$ cat src/pmc_pkg.sv
`default_nettype none
package pmc_pkg;
   // ==================================================================
   // register map
   localparam logic [11:0] OFF_SYS_CTRL_ONE = 12'h000;
   localparam logic [11:0] OFF_SYS_CTRL_TWO = 12'h004;
   localparam logic [11:0] OFF_STATUS = 12'h008;
   // ==================================================================
   // sys_ctrl_one fields
   localparam int BIT_SW_STANDBY = 0;
   localparam int BIT_WATCH_SELECT = 1;
   localparam int POS_WAIT_SELECT = 2;
   localparam int BIT_LOW_SPEED = 5;
   localparam int POS_MED_DIVIDER = 6;
   localparam logic [7:0] RST_SYS_CTRL_ONE = 8'h00;
   // ==================================================================
   // sys_ctrl_two fields
   localparam int BIT_MED_SPEED = 0;
   localparam int BIT_DIRECT = 1;
   localparam int POS_SUB_DIVIDER = 2;
   localparam logic [3:0] RST_SYS_CTRL_TWO = 4'h0;
   // ==================================================================
   // status fields
   localparam int POS_STATE = 0;
   localparam int POS_CLK_MODE = 12;
   // ==================================================================
   // timing in cpu states
   localparam int SLEEP_EXEC_STATES = 2;
   localparam int INTERNAL_STATES = 1;
   localparam int VIA_STATES = SLEEP_EXEC_STATES + INTERNAL_STATES;
   localparam int EXC_STATES = 14;
   localparam int CNT_W = 16;
   localparam logic [15:0] VIA_LAST = 16'(VIA_STATES - 1);
   localparam logic [15:0] EXC_LAST = 16'(EXC_STATES - 1);
   // ==================================================================
   // types
   typedef enum logic [11:0] {
      ST_ACT_HI = 12'h001,
      ST_ACT_MED = 12'h002,
      ST_SLEEP_HI = 12'h004,
      ST_SLEEP_MED = 12'h008,
      ST_STANDBY = 12'h010,
      ST_WATCH = 12'h020,
      ST_SUBSLEEP = 12'h040,
      ST_SUBACT = 12'h080,
      ST_VIA = 12'h100,
      ST_OSC_WAIT = 12'h200,
      ST_EXC = 12'h400,
      ST_RST = 12'h800
   } pmc_state_t;
   typedef enum logic [1:0] {
      CK_HI = 2'h0,
      CK_MED = 2'h1,
      CK_SUB = 2'h2
   } pmc_clk_t;
endpackage
`default_nettype wire

$ cat src/pmc_div_if.sv
`default_nettype none
interface pmc_div_if;
   logic src_tick;
   logic [3:0] limit;
   logic tick;
   modport ctrl (output src_tick, output limit, input tick);
   modport div (input src_tick, input limit, output tick);
endinterface
`default_nettype wire

$ cat src/pmc_top.sv
// Operation
// RULE1 - standby: oscillator, cpu, peripherals off, ports hiz
// RULE2 - standby wake: restart oscillator, wait, active
// RULE3 - masked or disabled interrupt never wakes
// RULE4 - reset pin restarts oscillator, reset handling after
// RULE5 - watch: oscillator, cpu, most peripherals off
// RULE6 - watch wake: target by speed bits, wait
// RULE7 - subsleep: cpu halted, peripherals except i2c
// RULE8 - subsleep wake returns to subactive with handling
// RULE9 - subactive: oscillator off, watch subclock runs
// RULE10 - subactive sleep: subsleep, active or watch
// RULE11 - subactive clock is watch clock over 1-8
// RULE12 - subactive divider applied only at sleep
// RULE13 - medium speed clock divided by medium_divider
// RULE14 - medium sleep: standby, watch, sleep or direct
// RULE15 - reset pin low abandons medium speed mode
// RULE16 - direct transition passes sleep or watch, handles
// RULE17 - masked direct transition stays in sleep/watch
// RULE18 - high to medium direct via sleep
// RULE19 - high to subactive direct via watch
// RULE20 - direct latency three old plus fourteen new
// RULE21 - sleep wake returns to same speed active
// RULE22 - settling wait counted in system cycles
//
// Decided for this implementation: the register offsets and the APB register port.
`default_nettype none
module pmc_top
   import pmc_pkg::*;
#(
   parameter int WAIT_UNIT = 16
)
(
   input wire logic pclk,
   input wire logic presetn,
   input wire logic psel,
   input wire logic penable,
   input wire logic pwrite,
   input wire logic [11:0] paddr,
   input wire logic [31:0] pwdata,
   output logic [31:0] prdata,
   output logic pready,
   output logic pslverr,
   input wire logic sleep_exec,
   input wire logic irq_req,
   input wire logic interrupt_mask,
   input wire logic reset_pin_n,
   input wire logic watch_clk,
   output logic osc_run,
   output logic cpu_run,
   output logic cpu_clk_en,
   output logic periph_run,
   output logic periph_clk_en,
   output logic watch_periph_run,
   output logic i2c_run,
   output logic io_hiz,
   output logic cpu_reset,
   output logic reset_exc,
   output logic exc_start,
   output logic direct_exc
);
   // ==================================================================
   // decoding helpers
   function automatic logic reg_hit(input logic [11:0] a,
                                    input logic [11:0] off);
      reg_hit = (a[11:2] == off[11:2]);
   endfunction

   function automatic logic [3:0] div_limit(input logic [1:0] sel,
                                            input logic [2:0] base);
      div_limit = 4'((5'h01 << (3'(sel) + base)) - 5'h01);
   endfunction

   function automatic pmc_clk_t clk_of(input pmc_state_t s);
      case (s)
         ST_ACT_MED: clk_of = CK_MED;
         ST_SUBACT: clk_of = CK_SUB;
         default: clk_of = CK_HI;
      endcase
   endfunction

   // ==================================================================
   // pin synchronisers
   logic rp_meta_q, rp_sync_q;
   logic wc_meta_q, wc_sync_q, wc_prev_q;
   logic watch_edge;

   always_ff @(posedge pclk or negedge presetn)
   begin
      if (!presetn)
      begin
         rp_meta_q <= 1'b0;
         rp_sync_q <= 1'b0;
         wc_meta_q <= 1'b0;
         wc_sync_q <= 1'b0;
         wc_prev_q <= 1'b0;
      end
      else
      begin
         rp_meta_q <= reset_pin_n;
         rp_sync_q <= rp_meta_q;
         wc_meta_q <= watch_clk;
         wc_sync_q <= wc_meta_q;
         wc_prev_q <= wc_sync_q;
      end
   end

   assign watch_edge = wc_sync_q & ~wc_prev_q;

   // ==================================================================
   // control registers over apb
   logic [7:0] ctrl1_q;
   logic [3:0] ctrl2_q;
   logic [1:0] sub_div_q;
   logic [31:0] prdata_q;
   logic pready_q, pslverr_q;
   logic wr_en, rd_take, mapped;
   logic [31:0] rd_mux;
   logic sw_stby, watch_sel, low_spd, med_spd, direct;
   logic [2:0] wait_sel;
   logic [1:0] med_div;
   pmc_state_t state_q, state_d, tgt_q, tgt_d;
   pmc_clk_t clk_q, clk_d;

   assign sw_stby = ctrl1_q[BIT_SW_STANDBY];
   assign watch_sel = ctrl1_q[BIT_WATCH_SELECT];
   assign wait_sel = ctrl1_q[POS_WAIT_SELECT +: 3];
   assign low_spd = ctrl1_q[BIT_LOW_SPEED];
   assign med_div = ctrl1_q[POS_MED_DIVIDER +: 2];
   assign med_spd = ctrl2_q[BIT_MED_SPEED];
   assign direct = ctrl2_q[BIT_DIRECT];

   assign wr_en = psel & penable & pwrite & pready_q;
   assign rd_take = psel & penable & ~pready_q;
   assign mapped = reg_hit(paddr, OFF_SYS_CTRL_ONE) |
                   reg_hit(paddr, OFF_SYS_CTRL_TWO) |
                   reg_hit(paddr, OFF_STATUS);

   always_comb
   begin
      rd_mux = 32'h0;
      if (reg_hit(paddr, OFF_SYS_CTRL_ONE))
         rd_mux[7:0] = ctrl1_q;
      else if (reg_hit(paddr, OFF_SYS_CTRL_TWO))
         rd_mux[3:0] = ctrl2_q;
      else if (reg_hit(paddr, OFF_STATUS))
      begin
         rd_mux[POS_STATE +: 12] = state_q;
         rd_mux[POS_CLK_MODE +: 2] = clk_q;
      end
   end

   // one wait state: pready rises on the second access cycle
   always_ff @(posedge pclk or negedge presetn)
   begin
      if (!presetn)
      begin
         pready_q <= 1'b0;
         pslverr_q <= 1'b0;
         prdata_q <= 32'h0;
      end
      else if (rd_take)
      begin
         pready_q <= 1'b1;
         pslverr_q <= ~mapped;
         prdata_q <= pwrite ? 32'h0 : rd_mux;
      end
      else
      begin
         pready_q <= 1'b0;
         pslverr_q <= 1'b0;
      end
   end

   // pin reset clears the mode bits like a power-on
   always_ff @(posedge pclk or negedge presetn)
   begin
      if (!presetn)
      begin
         ctrl1_q <= RST_SYS_CTRL_ONE;
         ctrl2_q <= RST_SYS_CTRL_TWO;
      end
      else if (!rp_sync_q)
      begin
         ctrl1_q <= RST_SYS_CTRL_ONE;
         ctrl2_q <= RST_SYS_CTRL_TWO;
      end
      else if (wr_en && reg_hit(paddr, OFF_SYS_CTRL_ONE))
         ctrl1_q <= pwdata[7:0];
      else if (wr_en && reg_hit(paddr, OFF_SYS_CTRL_TWO))
         ctrl2_q <= pwdata[3:0];
   end

   // running divider held until sleep so the cpu never sees a glitch
   always_ff @(posedge pclk or negedge presetn)
   begin
      if (!presetn)
         sub_div_q <= 2'h0;
      else if (sleep_exec)
         sub_div_q <= ctrl2_q[POS_SUB_DIVIDER +: 2]; // [RULE12]
   end

   // ==================================================================
   // clock dividers
   pmc_div_if med_if ();
   pmc_div_if sub_if ();
   logic cur_tick;

   assign med_if.src_tick = 1'b1;
   assign med_if.limit = div_limit(med_div, 3'h1); // [RULE13]
   assign sub_if.src_tick = watch_edge;
   assign sub_if.limit = div_limit(sub_div_q, 3'h0); // [RULE11]

   pmc_div u_med_div (.pclk(pclk), .presetn(presetn), .dv(med_if));
   pmc_div u_sub_div (.pclk(pclk), .presetn(presetn), .dv(sub_if));

   always_comb
   begin
      case (clk_q)
         CK_MED: cur_tick = med_if.tick;
         CK_SUB: cur_tick = sub_if.tick; // [RULE9]
         default: cur_tick = 1'b1;
      endcase
   end

   // ==================================================================
   // mode state machine
   logic [CNT_W-1:0] cnt_q, cnt_d, wait_cnt;
   logic dir_q, dir_d, wake;
   pmc_state_t spd_tgt;

   assign wake = irq_req & ~interrupt_mask; // [RULE3]
   assign wait_cnt = CNT_W'((WAIT_UNIT << wait_sel) - 1); // [RULE22]
   assign spd_tgt = med_spd ? ST_ACT_MED : ST_ACT_HI;

   always_comb
   begin
      state_d = state_q;
      tgt_d = tgt_q;
      clk_d = clk_q;
      cnt_d = cnt_q;
      dir_d = dir_q;
      if (!rp_sync_q)
      begin
         state_d = ST_RST; // [RULE4] [RULE15]
         clk_d = CK_HI;
         dir_d = 1'b0;
      end
      else
         case (state_q)
            ST_RST: state_d = ST_ACT_HI;
            ST_ACT_HI, ST_ACT_MED:
               if (sleep_exec && !sw_stby) // [RULE14]
               begin
                  if (direct && !interrupt_mask) // [RULE18] [RULE16]
                  begin
                     state_d = ST_VIA;
                     tgt_d = spd_tgt;
                     cnt_d = '0;
                     dir_d = 1'b1;
                  end
                  else if (state_q == ST_ACT_MED) // [RULE17]
                     state_d = ST_SLEEP_MED;
                  else
                     state_d = ST_SLEEP_HI;
               end
               else if (sleep_exec && !watch_sel)
                  state_d = ST_STANDBY;
               else if (sleep_exec)
               begin
                  if (direct && low_spd && !interrupt_mask) // [RULE19]
                  begin
                     state_d = ST_VIA;
                     tgt_d = ST_SUBACT;
                     cnt_d = '0;
                     dir_d = 1'b1;
                  end
                  else
                     state_d = ST_WATCH; // [RULE17]
               end
            ST_SUBACT:
               if (sleep_exec && !sw_stby) // [RULE10]
                  state_d = ST_SUBSLEEP;
               else if (sleep_exec && watch_sel && direct && !low_spd &&
                        !interrupt_mask) // [RULE16]
               begin
                  state_d = ST_VIA;
                  tgt_d = spd_tgt;
                  cnt_d = '0;
                  dir_d = 1'b1;
               end
               else if (sleep_exec)
                  state_d = ST_WATCH; // [RULE17]
            ST_SLEEP_HI, ST_SLEEP_MED:
               if (wake) // [RULE21]
               begin
                  state_d = ST_EXC;
                  tgt_d = (state_q == ST_SLEEP_MED) ? ST_ACT_MED : ST_ACT_HI;
                  cnt_d = '0;
               end
            ST_STANDBY:
               if (wake) // [RULE2]
               begin
                  state_d = ST_OSC_WAIT;
                  tgt_d = spd_tgt;
                  cnt_d = wait_cnt;
               end
            ST_WATCH:
               if (wake && low_spd) // [RULE6]
               begin
                  state_d = ST_EXC;
                  tgt_d = ST_SUBACT;
                  clk_d = CK_SUB;
                  cnt_d = '0;
               end
               else if (wake)
               begin
                  state_d = ST_OSC_WAIT;
                  tgt_d = spd_tgt;
                  cnt_d = wait_cnt;
               end
            ST_SUBSLEEP:
               if (wake) // [RULE8]
               begin
                  state_d = ST_EXC;
                  tgt_d = ST_SUBACT;
                  cnt_d = '0;
               end
            ST_VIA:
               if (cur_tick && cnt_q == VIA_LAST) // [RULE20]
               begin
                  if (clk_q == CK_SUB && tgt_q != ST_SUBACT)
                  begin
                     state_d = ST_OSC_WAIT;
                     cnt_d = wait_cnt;
                  end
                  else
                  begin
                     state_d = ST_EXC;
                     clk_d = clk_of(tgt_q);
                     cnt_d = '0;
                  end
               end
               else if (cur_tick)
                  cnt_d = cnt_q + 1'b1;
            ST_OSC_WAIT:
               if (cnt_q == '0) // [RULE22]
               begin
                  state_d = ST_EXC;
                  clk_d = clk_of(tgt_q);
               end
               else
                  cnt_d = cnt_q - 1'b1;
            ST_EXC:
               if (cur_tick && cnt_q == EXC_LAST) // [RULE20]
               begin
                  state_d = tgt_q;
                  dir_d = 1'b0;
               end
               else if (cur_tick)
                  cnt_d = cnt_q + 1'b1;
            default: state_d = ST_RST;
         endcase
   end

   always_ff @(posedge pclk or negedge presetn)
   begin
      if (!presetn)
      begin
         state_q <= ST_RST;
         tgt_q <= ST_ACT_HI;
         clk_q <= CK_HI;
         cnt_q <= '0;
         dir_q <= 1'b0;
      end
      else
      begin
         state_q <= state_d;
         tgt_q <= tgt_d;
         clk_q <= clk_d;
         cnt_q <= cnt_d;
         dir_q <= dir_d;
      end
   end

   // ==================================================================
   // clock and power gating outputs
   logic osc_d, cpu_d, per_d, wper_d, via_watch;

   // watchdog, event counter and comparators are never gated here
   always_comb
   begin
      via_watch = (tgt_d == ST_SUBACT) || (clk_d == CK_SUB);
      osc_d = !(state_d inside {ST_STANDBY, ST_WATCH, ST_SUBSLEEP,
                ST_SUBACT}) && !(state_d == ST_EXC && clk_d == CK_SUB) &&
              !(state_d inside {ST_VIA, ST_OSC_WAIT} && via_watch &&
                state_d != ST_OSC_WAIT); // [RULE1] [RULE5] [RULE9] [RULE4]
      cpu_d = state_d inside {ST_ACT_HI, ST_ACT_MED, ST_SUBACT, ST_EXC};
      per_d = !(state_d inside {ST_STANDBY, ST_WATCH}); // [RULE7]
      wper_d = (state_d != ST_STANDBY); // [RULE5]
   end

   logic osc_q, cpu_q, cpu_ck_q, per_q, per_ck_q, wper_q, i2c_q, hiz_q;
   logic crst_q, rexc_q, exc_q, dexc_q;

   always_ff @(posedge pclk or negedge presetn)
   begin
      if (!presetn)
      begin
         osc_q <= 1'b1;
         cpu_q <= 1'b0;
         cpu_ck_q <= 1'b0;
         per_q <= 1'b1;
         per_ck_q <= 1'b0;
         wper_q <= 1'b1;
         i2c_q <= 1'b1;
         hiz_q <= 1'b0;
         crst_q <= 1'b1;
         rexc_q <= 1'b0;
         exc_q <= 1'b0;
         dexc_q <= 1'b0;
      end
      else
      begin
         osc_q <= osc_d;
         cpu_q <= cpu_d;
         cpu_ck_q <= cpu_d & cur_tick;
         per_q <= per_d;
         per_ck_q <= per_d & cur_tick;
         wper_q <= wper_d;
         i2c_q <= per_d & (clk_d != CK_SUB); // [RULE7] [RULE9]
         hiz_q <= (state_d == ST_STANDBY); // [RULE1]
         crst_q <= (state_d == ST_RST);
         rexc_q <= (state_q == ST_RST) && (state_d == ST_ACT_HI);
         exc_q <= (state_d == ST_EXC) && (state_q != ST_EXC);
         dexc_q <= (state_d == ST_EXC) && dir_d; // [RULE16]
      end
   end

   assign prdata = prdata_q;
   assign pready = pready_q;
   assign pslverr = pslverr_q;
   assign osc_run = osc_q;
   assign cpu_run = cpu_q;
   assign cpu_clk_en = cpu_ck_q;
   assign periph_run = per_q;
   assign periph_clk_en = per_ck_q;
   assign watch_periph_run = wper_q;
   assign i2c_run = i2c_q;
   assign io_hiz = hiz_q;
   assign cpu_reset = crst_q;
   assign reset_exc = rexc_q;
   assign exc_start = exc_q;
   assign direct_exc = dexc_q;
endmodule // pmc_top
`default_nettype wire

$ cat src/pmc_div.sv
`default_nettype none
module pmc_div
(
   input wire logic pclk,
   input wire logic presetn,
   pmc_div_if.div dv
);
   logic [3:0] cnt_q;
   logic tick_q;

   // ==================================================================
   // divide source ticks by limit+1
   always_ff @(posedge pclk or negedge presetn)
   begin
      if (!presetn)
      begin
         cnt_q <= 4'h0;
         tick_q <= 1'b0;
      end
      else if (dv.src_tick)
      begin
         if (cnt_q >= dv.limit)
         begin
            cnt_q <= 4'h0;
            tick_q <= 1'b1;
         end
         else
         begin
            cnt_q <= cnt_q + 4'h1;
            tick_q <= 1'b0;
         end
      end
      else
         tick_q <= 1'b0;
   end

   assign dv.tick = tick_q;
endmodule // pmc_div
`default_nettype wire

$ cat config.mk
export PLATFORM = sky130hd
export DESIGN_NAME = pmc_top
export DESIGN_NICKNAME = d
export VERILOG_FILES = /design/src/pmc_pkg.sv /design/src/pmc_div_if.sv /design/src/pmc_top.sv /design/src/pmc_div.sv
export SDC_FILE = /design/constraint.sdc
export NUM_CORES = 1
export LEC_CHECK = 0
export BUFFER_PORTS_ARGS = -buffer_cell sky130_fd_sc_hd__buf_4
export CAP_MARGIN = 40
export CORE_MARGIN = 4
export CORE_UTILIZATION = 30
export CTS_CLUSTER_DIAMETER = 60
export DETAILED_ROUTE_END_ITERATION = 12
export PLACE_DENSITY_LB_ADDON = 0.08
export SLEW_MARGIN = 20
export SYNTH_ARGS = -nofsm -noshare
export SYNTH_HDL_FRONTEND = slang
export SYNTH_SLANG_ARGS = --single-unit
$ cat constraint.sdc
create_clock -name pclk -period 4.72 [get_ports pclk]
set_input_delay 0.708 -clock pclk [delete_from_list [all_inputs] [get_ports pclk]]
set_output_delay 0.708 -clock pclk [all_outputs]
set_load 0.02 [all_outputs]
==> flow_metrics.tcl <==
set metrics [dict create \
    status "completed" \
    clkTransAtPathRegs_ns 0.07 \
    dp_hpwl_um 17000 \
    fmax_ghz 0.260 \
    cp_cell_sequence "buf_4 -> nor4_4 -> nand4_1 -> or4b_4 -> o21a_1 -> or4_1 -> and3_1 -> a41oi_1 -> o22ai_1 -> a211oi_2" \
    dp_cells 1091 \
    grt_pass1_wl_um 34800 \
    cts_tree "done" \
    worst_pin_slew_ns 0.901 \
    start_util 0.306 \
    rows 54 \
    cts_setup_buffers 0 \
    finalCoreUtilization 0.350 \
    cts_root_buf "clkbuf_16" \
    via_per_inst 5.58 \
    p_leak_uw 0.00334 \
    critPathBufInv 1 \
    period_needed_ns 3.85 \
    fillerInstances 2316 \
    io_buffers 55 \
    die_h_um 158 \
    area_growth_pct 14.4 \
    cpMaxStageDelayCell "or4b_4" \
    drtIter0Drc 431 \
    critical_path.top_delay_family "simple AND/OR/NAND/NOR gates" \
    cts_resized 0 \
    stdcell_count 1107 \
    cts_buffers 9 \
    ys_seq_area_frac 0.374 \
    synth_ff_type "dfrtp_1" \
    vias 6172 \
    crit_fanout 10 \
    antenna_found_initial 0 \
    ys_seq_elements 100 \
    wl_per_cell_um 20.1 \
    crit_type "reg2reg" \
    syn_area_per_cell_um2 8.57 \
    ir_worst_vdd_mv 0.151 \
    drv_slew 0 \
    ctsHtreeMaxLevel 3 \
    slowest_delay_ns 0.57 \
    clk_latency_ns 0.36 \
    start_kind "register" \
    end_kind "register" \
    ant_nets 0 \
    cts_sinks 100 \
    synth-edff-count 0 \
    dieArea_mm2 0.0248 \
    grt_max_degree 46 \
    core_area_mm2 0.0219 \
    gr-total-overflow 0 \
    ctsHoldBuffers 0 \
    hold_viol_final 0 \
    synth_warnings 0 \
    insertedDiodeCount 0 \
    slew-limit-headroom 0.399 \
    syn_inst 783 \
    layout.nets 892 \
    synth_cell_type_count 79 \
    rsz0062_at_grt "false" \
    routed_wl_um 22200 \
    drtPass1Iterations 5 \
    setup_viol 0 \
    drive_above_1_share 0.155 \
    place_congestion 0.914 \
    min_path_type "in2async" \
    io_pins 100 \
    fin_crit_sh 0.815 \
    clockBufferDepth 2 \
    finalClockSkew_ns 0.00843 \
    syn_area_mm2 0.00671 \
    cellPowerDensity_mw_per_mm2 322 \
    fin_setup_tns_ns 0 \
    ys_async_sr_fraction 1.00 \
    crit_arrival_ns 4.11 \
    maxCapViolCount 0 \
    groute.usage.overall 0.181 \
    die_w_um 158 \
    grt_pass1_vias 5998 \
    hold_slack_ns 0.295 \
    drc_errors 0 \
    worst-endpoint-required_ns 4.99 \
]
==> cell type report <==
cell class                      instances  area [um^2]  area share
Tap cell                              280          350      0.0457
Multi-Input combinational cell        619         3860       0.504
Clock inverter                          5         60.1     0.00783
Sequential cell                       100         2510       0.327
Inverter                               16         60.1     0.00783
Clock buffer                           11          233      0.0303
Timing Repair Buffer                   76          594      0.0775
==> routing by layer <==
metal,wire [um],track usage,up-vias
met2,10300,0.286,217
met5,0,0,-
met3,1450,0.0344,26
met4,457,0.0528,0
met1,10000,0.251,3017
li1,-,-,2912
==> synth_stat cells, types with 5 or more instances <==
library cell / number / area, um^2
a211o_1: 6 / 52.6
a211oi_1: 8 / 60.1
a21o_1: 5 / 37.5
a21oi_1: 42 / 210
a22o_1: 8 / 70.1
a31oi_1: 11 / 68.8
and2_1: 20 / 125
and3_1: 8 / 50.1
buf_2: 8 / 40.0
buf_4: 19 / 143
clkbuf_1: 35 / 131
dfrtp_1: 93 / 2330
dfstp_2: 7 / 184
ha_1: 16 / 200
inv_1: 16 / 60.1
mux2i_1: 20 / 200
nand2_1: 81 / 304
nand2b_1: 11 / 68.8
nand3_1: 28 / 140
nand4_1: 15 / 93.8
nor2_1: 66 / 248
nor2b_1: 24 / 150
nor3_1: 24 / 120
nor3b_1: 5 / 37.5
nor4_1: 14 / 87.6
o211ai_1: 7 / 52.6
o21a_1: 9 / 67.6
o21ai_0: 40 / 200
o22ai_1: 7 / 43.8
o31ai_1: 6 / 45.0
or2_2: 9 / 56.3
or3_1: 9 / 56.3
or4_1: 11 / 82.6
xnor2_1: 6 / 52.6
==> flip-flops by register name (all words and copies together), names as in the netlist, 2 cells and up <==
register	cells
clk_q	2
cnt_q	16
ctrl1_q	8
ctrl2_q	4
prdata	14
state_q	12
sub_div_q	2
tgt_q	12
u_med_div.cnt_q	4
u_sub_div.cnt_q	4
==> path summary, 6_finish.rpt <==
path	from	endpoint	slack (ns)	cells past startpoint
min in group pclk	wc_meta_q	wc_sync_q	0.36	0
max in group asynchronous	presetn	cnt_q[9]	3.69	2
max	state_q[4]	osc_run	0.87	10
min reg2reg	wc_meta_q	wc_sync_q	0.36	0
min	presetn	prdata[1]	0.29	1
max reg2reg	state_q[4]	osc_run	0.87	10
==> cell usage in the layout (no fill, tap or decap), types with 15 or more instances in the layout <==
cell type and count:
buf_4 74, a21oi_1 41, nand2_1 81, mux2i_1 20
inv_1 16, nor2_1 66, o21ai_0 40, nand3_1 28
conb_1 19, ha_1 16, dfrtp_1 93, nand4_1 15
and2_1 20, nor2b_1 24, nor3_1 24
==> metrics by stage <==
step | power, uW | setup slack [ns] | cell area [um^2]
finish | 2470 | 0.874 | 7670
global route | 2610 | 0.639 | 7670
CTS | 2490 | 0.929 | 7670
detailed placement | 1700 | 0.956 | 7380
global placement | 1690 | 0.961 | 7330
floorplan | 1480 | 1.68 | 6770
==> cells by family (layout without fill, tap and decap cells) <==
family,after synthesis,in the layout,share of synthesized area
simple gates,356,356,0.292
compound gates,197,197,0.198
flops,100,100,0.374
buf+inv,81,108,0.0597
mux,22,22,0.0332
fa+ha+maj,16,16,0.0299
xor+xnor,9,9,0.0118
other cells,2,19,0.00112
==> power by group <==
part,switching (uW),internal (uW)
clock network,355,415
registers,108,917
logic,432,239
No activity file was read; power rests on OpenSTA's default activity.
